<file path="src/verilog/mrcd_regs.svh">
// register map, field positions, reset values and timing counts
`ifndef MRCD_REGS_SVH
`define MRCD_REGS_SVH

// apb byte addresses
`define MRCD_ADDR_CTRL 8'h00
`define MRCD_ADDR_GAP 8'h04
`define MRCD_ADDR_CTSAIR 8'h08
`define MRCD_ADDR_BODY 8'h0c
`define MRCD_ADDR_RESP 8'h10
`define MRCD_ADDR_FOLLOW 8'h14
`define MRCD_ADDR_HDR 8'h18
`define MRCD_ADDR_WIN 8'h1c
`define MRCD_ADDR_FTYPE 8'h20
`define MRCD_ADDR_DUR 8'h24
`define MRCD_ADDR_STATUS 8'h28

// control register fields
`define MRCD_CTRL_BCN_SEQ_ZERO 0
`define MRCD_CTRL_WITHHOLD 1
`define MRCD_CTRL_HARD_ZERO 2
`define MRCD_CTRL_BMODE_LO 3
`define MRCD_CTRL_BMODE_HI 4
// frame type register fields
`define MRCD_FT_LO 0
`define MRCD_FT_HI 2
`define MRCD_FT_NIFS_LO 4
`define MRCD_FT_NIFS_HI 7

// reset values
`define MRCD_CTRL_RST 8'h02
`define MRCD_GAP_RST 8'h0a
`define MRCD_CTSAIR_RST 16'h0000

// timing: microsecond tick from the bus clock
`define MRCD_CLK_PERIOD_NS 50
`define MRCD_US_NS 1000
`define MRCD_CYC_PER_US (`MRCD_US_NS / `MRCD_CLK_PERIOD_NS)

// sequence numbers wrap at 2048
`define MRCD_SEQ_W 11
`define MRCD_NRCPT 4
`define MRCD_NSEQ 7
`define MRCD_SEQ_BCN 6

`endif
</file>
<file path="src/verilog/mrcd_pkg.sv">
// types shared by the frame-exchange block
package mrcd_pkg;
  typedef enum logic [2:0] {
    st_idle, st_resp, st_wait_cts, st_gap, st_hold
  } mrcd_state_t;

  typedef enum logic [2:0] {
    ft_data, ft_resp, ft_beacon, ft_release, ft_bar
  } mrcd_ftype_t;

  // received rts description, valid with its end pulse
  typedef struct packed {
    logic in_resv;
    logic from_owner;
    logic vst_zero;
    logic [15:0] dur;
  } mrcd_rts_rx_t;

  // sent frame summary for more-frames tracking
  typedef struct packed {
    logic more_frames;
    logic access_method;
    logic [3:0] rcpt;
  } mrcd_tx_note_t;
endpackage

</file>
<file path="src/verilog/mrcd_core.sv">
// rts/cts timing, duration arithmetic, more-frames gating and sequence counters
//
// Our own choices: the register addresses and register access over APB.
`timescale 1ns/1ps
`include "mrcd_regs.svh"

module mrcd_core (
  input wire logic pclk,
  input wire logic presetn,
  input wire logic clk_en,
  input wire logic psel,
  input wire logic penable,
  input wire logic pwrite,
  input wire logic [7:0] paddr,
  input wire logic [31:0] pwdata,
  output logic [31:0] prdata,
  output logic pready,
  output logic pslverr,
  input wire logic rts_rx_end,
  input wire mrcd_pkg::mrcd_rts_rx_t rts_rx,
  input wire logic [15:0] us_to_boundary,
  input wire logic rts_tx_end,
  input wire logic rts_tx_contention,
  input wire logic cts_rx_end,
  input wire logic in_contention,
  input wire logic run_uncovered,
  input wire logic in_hard_block,
  input wire logic tx_note_valid,
  input wire mrcd_pkg::mrcd_tx_note_t tx_note,
  input wire logic [3:0] rcpt_exempt,
  input wire logic resv_block_end,
  input wire logic superframe_tick,
  input wire logic unit_done,
  input wire logic [2:0] seq_sel,
  output logic cts_send,
  output logic data_go,
  output logic backoff_req,
  output logic tx_hold,
  output logic rts_advise,
  output logic [3:0] rcpt_blocked,
  output logic [15:0] duration,
  output logic [10:0] seq_num,
  output logic [10:0] beacon_seq
);

  // software-visible state
  logic [7:0] ctrl_q;
  logic [7:0] gap_q;
  logic [15:0] cts_air_q;
  logic [15:0] body_q;
  logic [15:0] resp_q;
  logic [15:0] follow_q;
  logic [15:0] hdr_q;
  logic [15:0] win_q;
  logic [7:0] ftype_q;

  // bus interface flops
  logic [31:0] prdata_q;
  logic pready_q;
  logic pslverr_q;

  // handshake state
  mrcd_pkg::mrcd_state_t state_q;
  mrcd_pkg::mrcd_state_t state_d;
  logic [15:0] tmr_q;
  logic [15:0] tmr_d;
  logic [4:0] pre_q;
  logic cts_send_q;
  logic data_go_q;
  logic backoff_q;
  logic hold_q;
  logic advise_q;
  logic [15:0] dur_q;
  logic [15:0] rx_dur_q;
  logic [3:0] blk_resv_q;
  logic [3:0] blk_pca_q;
  logic [3:0] blk_out_q;
  logic [10:0] seq_q [`MRCD_NSEQ];
  logic [10:0] seq_out_q;
  logic [10:0] bcn_out_q;

  // apb decode, zero wait: ready is raised on the setup cycle
  wire setup = psel & ~penable;
  wire wr_en = psel & penable & pready_q & pwrite;
  wire a_ctrl = (paddr == `MRCD_ADDR_CTRL);
  wire a_gap = (paddr == `MRCD_ADDR_GAP);
  wire a_cts = (paddr == `MRCD_ADDR_CTSAIR);
  wire a_body = (paddr == `MRCD_ADDR_BODY);
  wire a_resp = (paddr == `MRCD_ADDR_RESP);
  wire a_fol = (paddr == `MRCD_ADDR_FOLLOW);
  wire a_hdr = (paddr == `MRCD_ADDR_HDR);
  wire a_win = (paddr == `MRCD_ADDR_WIN);
  wire a_ft = (paddr == `MRCD_ADDR_FTYPE);
  wire a_dur = (paddr == `MRCD_ADDR_DUR);
  wire a_sts = (paddr == `MRCD_ADDR_STATUS);
  wire mapped = a_ctrl | a_gap | a_cts | a_body | a_resp | a_fol |
                a_hdr | a_win | a_ft | a_dur | a_sts;
  wire [31:0] status_w = {16'h0000, 1'b0, state_q, rcpt_blocked, 4'h0, 1'b0,
                          hold_q, backoff_q, cts_send_q};
  wire [31:0] rd_mux;

  // read mux: unmapped reads return zero with an error
  assign rd_mux = a_ctrl ? {24'h000000, ctrl_q} :
                  a_gap ? {24'h000000, gap_q} :
                  a_cts ? {16'h0000, cts_air_q} :
                  a_body ? {16'h0000, body_q} :
                  a_resp ? {16'h0000, resp_q} :
                  a_fol ? {16'h0000, follow_q} :
                  a_hdr ? {16'h0000, hdr_q} :
                  a_win ? {16'h0000, win_q} :
                  a_ft ? {24'h000000, ftype_q} :
                  a_dur ? {16'h0000, dur_q} :
                  a_sts ? status_w : 32'h00000000;

  // answer flops, set on the setup cycle for one access cycle
  always_ff @(posedge pclk or negedge presetn) begin
    if (!presetn) begin
      pready_q <= 1'b0;
      pslverr_q <= 1'b0;
      prdata_q <= 32'h00000000;
    end else if (clk_en) begin
      pready_q <= setup;
      pslverr_q <= setup & ~mapped;
      prdata_q <= (setup & ~pwrite) ? rd_mux : 32'h00000000;
    end
  end

  // register writes, taken only at the completing access edge
  always_ff @(posedge pclk or negedge presetn) begin
    if (!presetn) begin
      ctrl_q <= `MRCD_CTRL_RST;
      gap_q <= `MRCD_GAP_RST;
      cts_air_q <= `MRCD_CTSAIR_RST;
      body_q <= 16'h0000;
      resp_q <= 16'h0000;
      follow_q <= 16'h0000;
      hdr_q <= 16'h0000;
      win_q <= 16'h0000;
      ftype_q <= 8'h00;
    end else if (clk_en && wr_en) begin
      if (a_ctrl) ctrl_q <= pwdata[7:0];
      else if (a_gap) gap_q <= pwdata[7:0];
      else if (a_cts) cts_air_q <= pwdata[15:0];
      else if (a_body) body_q <= pwdata[15:0];
      else if (a_resp) resp_q <= pwdata[15:0];
      else if (a_fol) follow_q <= pwdata[15:0];
      else if (a_hdr) hdr_q <= pwdata[15:0];
      else if (a_win) win_q <= pwdata[15:0];
      else if (a_ft) ftype_q <= pwdata[7:0];
    end
  end

  // cts admission: wide sums so the fit test never wraps
  wire [17:0] cts_need = {10'h000, gap_q} + {2'b00, cts_air_q} + {10'h000, gap_q};
  wire cts_fits = cts_need <= {2'b00, us_to_boundary};
  wire [17:0] dur_reach = {2'b00, rts_rx.dur} + {10'h000, gap_q};
  wire overrun = dur_reach > {2'b00, us_to_boundary};
  wire owner_rts = rts_rx.in_resv & rts_rx.from_owner;
  wire free_rts = ~rts_rx.in_resv & rts_rx.vst_zero & cts_fits &
                  ~(ctrl_q[`MRCD_CTRL_WITHHOLD] & overrun);
  wire answer_rts = rts_rx_end & (owner_rts | free_rts);
  wire tick = (pre_q == 5'(`MRCD_CYC_PER_US - 1));
  wire tmr_zero = (tmr_q == 16'h0000);
  wire [15:0] wait_cts = 16'(cts_need - {10'h000, gap_q});
  logic contention_q;

  // the descriptor stands only with its pulse, so the duration it carries is kept
  // for the responder arithmetic long after the peer has moved on
  always_ff @(posedge pclk or negedge presetn) begin
    if (!presetn) rx_dur_q <= 16'h0000;
    else if (clk_en && rts_rx_end) rx_dur_q <= rts_rx.dur;
  end

  // handshake next state; the timer counts whole microseconds
  // only one exchange is tracked; events that arrive mid-exchange are dropped
  always_comb begin
    state_d = state_q;
    tmr_d = (tick && !tmr_zero) ? tmr_q - 16'h0001 : tmr_q;
    case (state_q)
      mrcd_pkg::st_idle: begin
        if (answer_rts) begin
          state_d = mrcd_pkg::st_resp;
          tmr_d = {8'h00, gap_q};
        end else if (rts_tx_end) begin
          state_d = mrcd_pkg::st_wait_cts;
          tmr_d = wait_cts;
        end
      end
      mrcd_pkg::st_resp: begin
        if (tmr_zero) state_d = mrcd_pkg::st_idle;
      end
      mrcd_pkg::st_wait_cts: begin
        if (cts_rx_end) begin
          state_d = mrcd_pkg::st_gap;
          tmr_d = {8'h00, gap_q};
        end else if (tmr_zero && contention_q) begin
          state_d = mrcd_pkg::st_idle;
        end else if (tmr_zero) begin
          state_d = mrcd_pkg::st_hold;
          tmr_d = {8'h00, gap_q};
        end
      end
      mrcd_pkg::st_gap: begin
        if (tmr_zero) state_d = mrcd_pkg::st_idle;
      end
      mrcd_pkg::st_hold: begin
        if (tmr_zero) state_d = mrcd_pkg::st_idle;
      end
      default: state_d = mrcd_pkg::st_idle;
    endcase
  end

  // prescaler restarts on every load so a wait is never a microsecond short
  wire load = (state_d != state_q);
  always_ff @(posedge pclk or negedge presetn) begin
    if (!presetn) begin
      state_q <= mrcd_pkg::st_idle;
      tmr_q <= 16'h0000;
      pre_q <= 5'h00;
      contention_q <= 1'b0;
    end else if (clk_en) begin
      state_q <= state_d;
      tmr_q <= tmr_d;
      pre_q <= (load || tick) ? 5'h00 : pre_q + 5'h01;
      if (state_q == mrcd_pkg::st_idle && rts_tx_end) contention_q <= rts_tx_contention;
    end
  end

  // one-cycle action pulses and the hold-off level
  always_ff @(posedge pclk or negedge presetn) begin
    if (!presetn) begin
      cts_send_q <= 1'b0;
      data_go_q <= 1'b0;
      backoff_q <= 1'b0;
      hold_q <= 1'b0;
      advise_q <= 1'b0;
    end else if (clk_en) begin
      cts_send_q <= (state_q == mrcd_pkg::st_resp) & tmr_zero;
      data_go_q <= (state_q == mrcd_pkg::st_gap) & tmr_zero;
      backoff_q <= (state_q == mrcd_pkg::st_wait_cts) & ~cts_rx_end &
                   tmr_zero & contention_q;
      hold_q <= (state_d == mrcd_pkg::st_hold);
      advise_q <= in_contention & run_uncovered;
    end
  end

  // duration terms in whole microseconds, saturating at both ends; the inputs
  // are trusted to be whole microseconds, so rounding is the caller's budget
  wire [3:0] nifs = ftype_q[`MRCD_FT_NIFS_HI:`MRCD_FT_NIFS_LO];
  // widen both factors first: fifteen gaps of 255 us need all twelve bits
  wire [11:0] ifs_sum = {4'h0, gap_q} * {8'h00, nifs};
  wire [18:0] data_sum = {3'b000, body_q} + {3'b000, resp_q} +
                         {3'b000, follow_q} + {7'h00, ifs_sum};
  wire [18:0] data_cap = (data_sum > {3'b000, win_q}) ? {3'b000, win_q} : data_sum;
  wire [18:0] rsp_sub = {11'h000, gap_q} + {3'b000, body_q} + {3'b000, hdr_q};
  wire [18:0] rsp_dur = ({3'b000, rx_dur_q} > rsp_sub) ?
                        {3'b000, rx_dur_q} - rsp_sub : 19'h00000;
  wire [18:0] bar_sum = {3'b000, body_q} + {11'h000, gap_q} + {3'b000, resp_q};
  wire [18:0] rel_dur = (win_q > hdr_q) ? {3'b000, win_q - hdr_q} : 19'h00000;
  wire [1:0] bmode = ctrl_q[`MRCD_CTRL_BMODE_HI:`MRCD_CTRL_BMODE_LO];
  wire [18:0] bcn_dur = (bmode == 2'h0) ? rel_dur :
                        (bmode == 2'h1) ? {3'b000, body_q} : 19'h00000;
  wire [2:0] ft = ftype_q[`MRCD_FT_HI:`MRCD_FT_LO];
  wire hard_zero = ctrl_q[`MRCD_CTRL_HARD_ZERO] & in_hard_block &
                   (ft != 3'(mrcd_pkg::ft_release));
  wire [18:0] dur_sel = hard_zero ? 19'h00000 :
                        (ft == 3'(mrcd_pkg::ft_data)) ? data_cap :
                        (ft == 3'(mrcd_pkg::ft_resp)) ? rsp_dur :
                        (ft == 3'(mrcd_pkg::ft_beacon)) ? bcn_dur :
                        (ft == 3'(mrcd_pkg::ft_release)) ? rel_dur :
                        (ft == 3'(mrcd_pkg::ft_bar)) ? bar_sum : 19'h00000;
  wire [15:0] dur_sat = (dur_sel > 19'h0ffff) ? 16'hffff : dur_sel[15:0];

  // duration result flop
  always_ff @(posedge pclk or negedge presetn) begin
    if (!presetn) dur_q <= 16'h0000;
    else if (clk_en) dur_q <= dur_sat;
  end

  // per-recipient send gates; a block end lifts the reservation ones and a superframe the others, but a block
  // in the same cycle wins so a last frame at the boundary is never forgotten
  wire [3:0] blk_resv_d;
  wire [3:0] blk_pca_d;
  genvar gi;
  generate
    for (gi = 0; gi < `MRCD_NRCPT; gi = gi + 1) begin : g_rcpt
      wire hit = tx_note_valid & ~tx_note.more_frames & tx_note.rcpt[gi];
      wire pca_hit = hit & ~tx_note.access_method & ~rcpt_exempt[gi];
      assign blk_resv_d[gi] = (hit & tx_note.access_method) |
                              (blk_resv_q[gi] & ~resv_block_end);
      assign blk_pca_d[gi] = pca_hit | (blk_pca_q[gi] & ~superframe_tick);
    end
  endgenerate

  // the combined gate has a flop of its own so the output never comes from an or
  always_ff @(posedge pclk or negedge presetn) begin
    if (!presetn) begin
      blk_resv_q <= 4'h0;
      blk_pca_q <= 4'h0;
      blk_out_q <= 4'h0;
    end else if (clk_en) begin
      blk_resv_q <= blk_resv_d;
      blk_pca_q <= blk_pca_d;
      blk_out_q <= blk_resv_d | blk_pca_d;
    end
  end

  // selector codes 6 and 7 fall into the shared counter, so a stray code still
  // numbers its units instead of losing them
  wire [2:0] sel_ok = (seq_sel < 3'(`MRCD_SEQ_BCN)) ? seq_sel : 3'h5;

  // counters: 0 command, 1-4 block-ack streams, 5 shared, 6 beacon
  generate
    for (gi = 0; gi < `MRCD_NSEQ; gi = gi + 1) begin : g_seq
      wire bump = (gi == `MRCD_SEQ_BCN) ? superframe_tick :
                  (unit_done && sel_ok == 3'(gi));
      always_ff @(posedge pclk or negedge presetn) begin
        if (!presetn) seq_q[gi] <= 11'h000;
        else if (clk_en && bump) seq_q[gi] <= seq_q[gi] + 11'h001;
      end
    end
  endgenerate

  // the number shown stays fixed across fragments until unit_done
  always_ff @(posedge pclk or negedge presetn) begin
    if (!presetn) begin
      seq_out_q <= 11'h000;
      bcn_out_q <= 11'h000;
    end else if (clk_en) begin
      seq_out_q <= seq_q[sel_ok];
      bcn_out_q <= ctrl_q[`MRCD_CTRL_BCN_SEQ_ZERO] ? 11'h000 : seq_q[`MRCD_SEQ_BCN];
    end
  end

  // outputs straight from flops
  // nothing here is combined after the flops, so no output glitches
  assign prdata = prdata_q;
  assign pready = pready_q;
  assign pslverr = pslverr_q;
  assign cts_send = cts_send_q;
  assign data_go = data_go_q;
  assign backoff_req = backoff_q;
  assign tx_hold = hold_q;
  assign rts_advise = advise_q;
  assign rcpt_blocked = blk_out_q;
  assign duration = dur_q;
  assign seq_num = seq_out_q;
  assign beacon_seq = bcn_out_q;

endmodule

</file>
<file path="config.mk">
export PLATFORM = sky130hd
export DESIGN_NAME = mrcd_core
export DESIGN_NICKNAME = d
export VERILOG_FILES = /design/src/verilog/mrcd_pkg.sv /design/src/verilog/mrcd_core.sv
export VERILOG_INCLUDE_DIRS = /design/src /design/src/verilog
export SDC_FILE = /design/constraint.sdc
export NUM_CORES = 1
export LEC_CHECK = 0
export BUFFER_PORTS_ARGS = -buffer_cell sky130_fd_sc_hd__buf_2
export CAP_MARGIN = 25
export CORE_ASPECT_RATIO = 0.7
export CORE_MARGIN = 2
export CORE_UTILIZATION = 40
export CTS_BUF_LIST = sky130_fd_sc_hd__clkbuf_4
export DETAILED_ROUTE_END_ITERATION = 10
export GPL_ROUTABILITY_DRIVEN = 0
export PLACE_DENSITY = 0.58
export SYNTH_ARGS = -nofsm -noshare
export SYNTH_HDL_FRONTEND = slang
export SYNTH_SLANG_ARGS = --single-unit
export TNS_END_PERCENT = 50
</file>
<file path="constraint.sdc">
create_clock -name pclk -period 18.9 [get_ports pclk]
set_input_delay 0.945 -clock pclk [delete_from_list [all_inputs] [get_ports pclk]]
set_output_delay 0.945 -clock pclk [all_outputs]
set_load 0.01 [all_outputs]
</file>
==> run_results.csv, run 1 <==
group,metric,value,unit
timing,final.min_clock_period,8010,ps
drt,avgRoutedWirePerCell,23.9,µm
clocking,cts.reportedPaths.clkPinSlew,80,ps
setup_path,cp_max_fo,12,
timing,slew-limit-headroom,0.298,
drt,firstDrtPassIters,7,
clocking,cts_made_buffers,82,
global_route,grt_usage,0.280,
global_route,grt_max_degree,100,
worst_hold_path,hp-class,"in2async",
synth,synth_mux_area_frac,0.0687,
setup_path,worst-setup-path-type,"reg2reg",
clocking,htreeDepth,3,
placement,placed_cells,3647,
synth,ys_seq_area_frac,0.315,
synth,async_flop_share,1.00,
clocking,hold_buffers,0,
setup_path,cp.required,19600,ps
power_and_ir_drop,p_switching,0.000651,W
setup_path,cp-end-kind,"flop",
power_and_ir_drop,switching_share,0.351,
die,die_height,212,µm
timing,skew,64.3,ps
clocking,cts_tree,"yes",
placement,hpwlAfterDp,70400,µm
synth,yosys.area_share.simple,0.153,
power_and_ir_drop,clockPowerShare,0.333,
die,die_w,301,µm
global_route,grt_first_pass_wirelength,134000,µm
flow_run,max-cap-violations,0,
global_route,grt_pass1_vias,21500,
synth,synthTopCellsByArea,"dfrtp_1, ha_1, mux2_2, fa_1, xnor2_1",
timing,fmax,0.125,GHz
power_and_ir_drop,intPower,0.00120,W
synth,syn_area,24700,µm²
drt,drc,0,
setup_path,crit_arrival,8720,ps
layout,synthToLayoutAreaGrowth,10.7,%
synth,synth-adder-area-share,0.141,
synth,ys.flop_type,"dfrtp_1",
power_and_ir_drop,leakagePower,12.9,nW
synth,yosysUniqueCellTypes,90,
synth,synth_top_area_share,0.311,
die,die_area,63900,µm²
synth,synth_edf_count,0,
synth,synth_xor_area_frac,0.0637,
die,row_count,76,
layout,drive_gt1_frac,0.150,
power_and_ir_drop,p_seq_frac,0.440,
synth,synth_top_family_by_area,"compound AO/OA/AOI/OAI gates",
timing,tns,0,ps
synth,ys_ff_latch,311,
power_and_ir_drop,ir_worst_vdd,47.1,µV
global_route,grt_antenna_before_repair,6,
drt,wl,90800,µm
clocking,cts_setup_buffers,0,
power_and_ir_drop,p_total,0.00185,W
run_status,status,"finished clean",
setup_path,r2r-start,"gap_q[2]",
power_and_ir_drop,comb_power_share,0.226,
setup_path,start_kind,"flop",
setup_path,rr_worst_depth,25,
synth,synth_commonest_cells,"dfrtp_1, inv_1, nand2_1",
layout,nets,3267,
timing,min_period_over_period,0.424,
clocking,post_cts_resized,0,
layout,final_cells,3793,
synth,yosys.area.top_type,"dfrtp_1",
die,coreArea,61300,µm²
placement,port_buffers,153,
die,start_util,0.404,
setup_path,critPathLaunch,"gap_q[2]",
clocking,cts_root_buffer,"clkbuf_4",
drt,drtIter0Drc,2690,
timing,finalSetupViolations,0,
drt,vias,22900,
synth,yosysMostFrequentCell,"dfrtp_1",
power_and_ir_drop,p_per_area,67.7,nW/µm²
synth,synth_compound_area_frac,0.202,
timing,rsz0062_at_grt,"no",
drt,antenna_left,0,
clocking,ctsLongestPathBuffers,3,
global_route,overflow,0,
die,ios,186,
timing,drv_slew,0,
clocking,clkLatencyLatePin,880,ps
synth,syn_inst,2754,
drt,vias_per_cell,6.03,
timing,final_hold_viol_count,0,
timing,max_slew.worst_pin.slew,1030,ps
synth,synth.avg_cell_area,8.99,µm²
clocking,clkSinkCount,311,
synth,yosys_warnings,0,
-- cell families after synthesis --
logic type	Yosys count
simple gates	759
compound gates	750
buf+inv	350
flops	311
fa+ha+maj	246
xor+xnor	180
mux	157
other cells	1
-- flip-flops by register name, summed over array words and instances, names as in the netlist, 16 cells and up --
register   count
follow_q      16
tmr_q         16
duration      16
cts_air_q     16
resp_q        16
body_q        16
win_q         16
seq_q         77
hdr_q         16
rx_dur_q      16
prdata        16
-- routing by layer --
layer  wire length, µm  vias up  GRT usage
met3             12100      185     0.0967
met5                27        -          0
met4              2590        4     0.0760
met1             40800    11100      0.417
met2             35300     1266      0.378
li1                  -    10300          -
-- final timing paths --
check                          endpoint  slack [ps]
setup reg to reg           duration[13]       10890
min in group pclk                pready         310
hold reg to reg               seq_q[76]         470
max in group asynchronous  rx_dur_q[14]       15960
hold / removal              follow_q[3]         120
setup / recovery           duration[13]       10890
-- worst max-delay path, cell delays in order (launching register included) --
cell       delay, ps
dfrtp_1          680
and2_1           330
fa_1             450
fa_1             490
fa_1             550
inv_1             60
fa_1             500
inv_1             40
ha_1             350
a2111oi_0        560
a211oi_1          90
a21boi_0         200
o21ai_0          430
inv_1             80
nor2_1           190
ha_1             280
and4_1           210
and3_1           180
o21a_1           110
a211oi_1         230
o21ai_0          130
a31oi_1          360
buf_4            270
a21oi_1           80
a2111oi_0        920
nor3_1            80
-- cell type report --
type                       instances  area, µm²
antenna                            8       20.0
clock buffer                     115        863
clock inverter                    19        149
fill                            5982      33900
inverter                         227        852
multi-input combinational       2108      15600
sequential                       311       7790
tap                              819       1020
timing repair buffer             186       1070
-- power groups by stage --
stage          registers, W  clock network (W)  logic (W)
2_1_floorplan      0.000799                  0   0.000280
3_3_place_gp       0.000824                  0   0.000397
3_5_place_dp       0.000827                  0   0.000409
4_1_cts            0.000815           0.000634   0.000412
5_1_grt            0.000827           0.000667   0.000460
6_report           0.000816           0.000618   0.000420
-- layout by cell type (no fill, tap or decap), types with 32 or more instances in the layout --
cell	netlist	layout
dfrtp_1	308	308
inv_1	227	227
nand2_1	211	211
ha_1	190	190
o21ai_0	184	184
a21oi_1	163	162
nor2_1	159	158
buf_2	10	152
clkbuf_4	0	115
xnor2_1	114	114
mux2_2	103	103
nand3_1	75	75
xor2_1	66	66
fa_1	56	56
mux2i_1	54	54
nor3_1	51	50
a211oi_1	44	44
o211ai_1	40	40
a21o_1	38	38
nor2b_1	38	38
nand4_1	35	35
and2_1	32	32
and3_1	32	32
-- metrics by stage --
| step | worst slack (ps) | hold slack, ps | utilization | area, µm² |
|---|---|---|---|---|
| after floorplan | 12370 | 434 | - | 24800 |
| after global placement | 11140 | 454 | 0.429 | 26300 |
| after detailed placement | 11050 | 456 | 0.429 | 26300 |
| after CTS | 11020 | 115 | 0.445 | 27300 |
| after global routing | 10410 | 131 | 0.447 | 27400 |
| final | 10890 | 120 | 0.447 | 27400 |
No activity file was read; power rests on OpenSTA's default activity.
==> inputs of run 2 (changes only) <==
--- a/config.mk
+++ b/config.mk
@@ -14,7 +14,7 @@
 export CTS_BUF_LIST = sky130_fd_sc_hd__clkbuf_4
 export DETAILED_ROUTE_END_ITERATION = 10
 export GPL_ROUTABILITY_DRIVEN = 0
-export PLACE_DENSITY = 0.58
+export PLACE_DENSITY = 0.6
 export SYNTH_ARGS = -nofsm -noshare
 export SYNTH_HDL_FRONTEND = slang
 export SYNTH_SLANG_ARGS = --single-unit
==> constraint.sdc (replaced) <==
create_clock -name pclk -period 6.96 [get_ports pclk]
set_input_delay 0.348 -clock pclk [delete_from_list [all_inputs] [get_ports pclk]]
set_output_delay 0.348 -clock pclk [all_outputs]
set_load 0.01 [all_outputs]
==> run 2 against run 1 <==
Against the previous run:
- register-to-register slack got worse by 11000 ps
- combinational power increased to 2.9 times the previous value
- sequential cell count unchanged
- global-route usage increased by 0.31 points
- worst hold slack improved by 28 ps
- total power increased to 2.8 times the previous value
- first-iteration DRC count increased by 0.22%
- clock skew decreased by 17 ps
- die area unchanged
- critical endpoint is now duration[11]
- largest power group unchanged
- highest routed layer unchanged
==> run_results.csv, run 2 (synthesized netlist as in run 1, its figures left out) <==
group,metric,value,unit
layout,largest_register,"seq_q",
power_and_ir_drop,ir_worst_vdd,112,µV
drt,avgRoutedWirePerCell,23.5,µm
drt,antenna_left,0,
timing,min_period_over_period,0.961,
die,die_height,212,µm
layout,largest_reg_flops,77,
setup_path,worst-setup-path-type,"reg2reg",
clocking,cts.reportedPaths.clkPinSlew,80,ps
setup_path,rrSetupSlack,270,ps
layout,layout_commonest_cell,"dfrtp_1",
global_route,overflow,0,
clocking,htreeDepth,3,
drt,vias,23400,
run_status,status,"finished clean",
timing,fmax,0.150,GHz
global_route,grt_pass1_vias,22000,
worst_hold_path,hp-class,"in2async",
setup_path,cp-end-kind,"flop",
global_route,grt_antenna_before_repair,9,
timing,skew,46.8,ps
drt,vias_per_cell,6.00,
setup_path,timing.rr.end,"duration[11]",
setup_path,cpMostUsedCell,"fa_1",
placement,port_buffers,153,
die,row_count,76,
global_route,grt_max_degree,155,
clocking,ctsLongestPathBuffers,3,
clocking,cts_made_buffers,86,
layout,drive_gt1_frac,0.165,
setup_path,critPathTopFamily,"adder cells",
setup_path,cp_slowest_stage_delay,660,ps
setup_path,cp_max_fo,6,
timing,finalSetupViolations,0,
die,ios,186,
power_and_ir_drop,p_total,0.00515,W
layout,synthToLayoutAreaGrowth,15.0,%
power_and_ir_drop,p_per_area,181,nW/µm²
drt,drtIter0Drc,2696,
setup_path,critPathSlowestCell,"dfstp_2",
drt,drc,0,
clocking,clkSinkCount,311,
drt,wl,91800,µm
die,die_area,63900,µm²
power_and_ir_drop,leakagePower,13.3,nW
setup_path,crit_arrival,7440,ps
die,coreArea,61300,µm²
layout,nets,3369,
clocking,cts_root_buffer,"clkbuf_4",
setup_path,rr_worst_depth,26,
setup_path,r2r-start,"gap_q[1]",
layout,final_cell_mix,"dfrtp_1, inv_1, nand2_1",
clocking,clkLatencyLatePin,860,ps
flow_run,max-cap-violations,0,
die,die_w,301,µm
timing,holdWs,149,ps
drt,firstDrtPassIters,6,
global_route,grt_first_pass_wirelength,136000,µm
timing,slew-limit-headroom,0.262,
timing,drv_slew,0,
timing,final_hold_viol_count,0,
placement,hpwlAfterDp,70700,µm
global_route,grt_usage,0.283,
clocking,cts_tree,"yes",
setup_path,cp.depth,26,
die,start_util,0.404,
timing,final.min_clock_period,6690,ps
setup_path,cp.required,7710,ps
timing,max_slew.worst_pin.slew,1100,ps
setup_path,crit_buf_inv,4,
setup_path,start_kind,"flop",
## run 2: changes by cell type in the layout (fill, tap and decap cells not counted), moves of 3 or more
| cell | change |
|---|---|
| a211oi_1 | -5 |
| a2111oi_0 | -4 |
| clkbuf_4 | +15 |
| buf_4 | +29 |
| dlygate4sd3_1 | +68 |
| o21ai_0 | -3 |
| clkinv_1 | +3 |
| a211oi_2 | +5 |
## run 2: worst max path at each step
stage	startpoint	to
after global placement	gap_q[1]	duration[3]
final	gap_q[1]	duration[11]
after floorplan	gap_q[1]	duration[9]
after detailed placement	gap_q[1]	duration[2]
after CTS	gap_q[1]	duration[2]
after global routing	ftype_q[7]	duration[11]
## run 2: metal layers
metal  share of wire  global-route usage  up-vias
met5         0.00014                   0        -
met4           0.033              0.0916        2
met3            0.14               0.102      187
met2            0.38               0.373     1376
met1            0.45               0.421    11400
li1                -                   -    10500
## run 2: worst reg2reg max path, cell delays in order (launching register included)
cell       delay, ps
dfstp_2          660
nand2_1          120
fa_1             500
fa_1             550
inv_1             60
fa_1             530
inv_1             50
fa_1             510
inv_1             70
ha_4             280
o21ai_1           70
o21bai_1         290
o2111ai_1        200
nand2_2          160
a31oi_1          110
xnor2_1          350
ha_1             320
and4_1           170
and3_1           180
o21a_1           120
a211oi_2         250
o21ai_2          110
a31o_2           270
nor2_4           180
buf_4            170
a211oi_1          70
o31ai_1          270
## run 2: cell type report
class | instances | area [µm²]
Clock inverter | 21 | 100
Sequential cell | 311 | 7790
Clock buffer | 130 | 976
Fill cell | 5950 | 32900
Tap cell | 819 | 1020
Antenna cell | 6 | 15.0
Inverter | 227 | 852
Multi-Input combinational cell | 2108 | 15700
Timing Repair Buffer | 284 | 1970
## run 2: per-stage QoR
stage                     std cells   util  setup TNS (ps)  instance area [µm²]  setup WS [ps]
after floorplan                2769      -               0                24800            433
after detailed placement       3678  0.433           -1090                26600           -154
after global routing           3904  0.464           -6.71                28500          -6.71
after CTS                      3897  0.462               0                28300           53.6
after global placement         3675  0.432               0                26500           55.7
final                          3906  0.464               0                28500            274
## run 2: where the power goes
part / leakage (nW) / internal [W] / switching (W)
Clock: 0.638 / 0.000852 / 0.000879
Sequential: 3.89 / 0.00198 / 0.000230
Combinational: 8.79 / 0.000484 / 0.000718
Total: 13.3 / 0.00332 / 0.00183
## run 2: what timing repair did
item | in CTS | in global routing
hold buffers | 68 | 0
endpoints found under the hold margin | 264 | 0
setup buffers | 0 | 2
resized for setup | 1 | 29
endpoints found under the setup margin | 11 | 16
pin swaps | 0 | 11
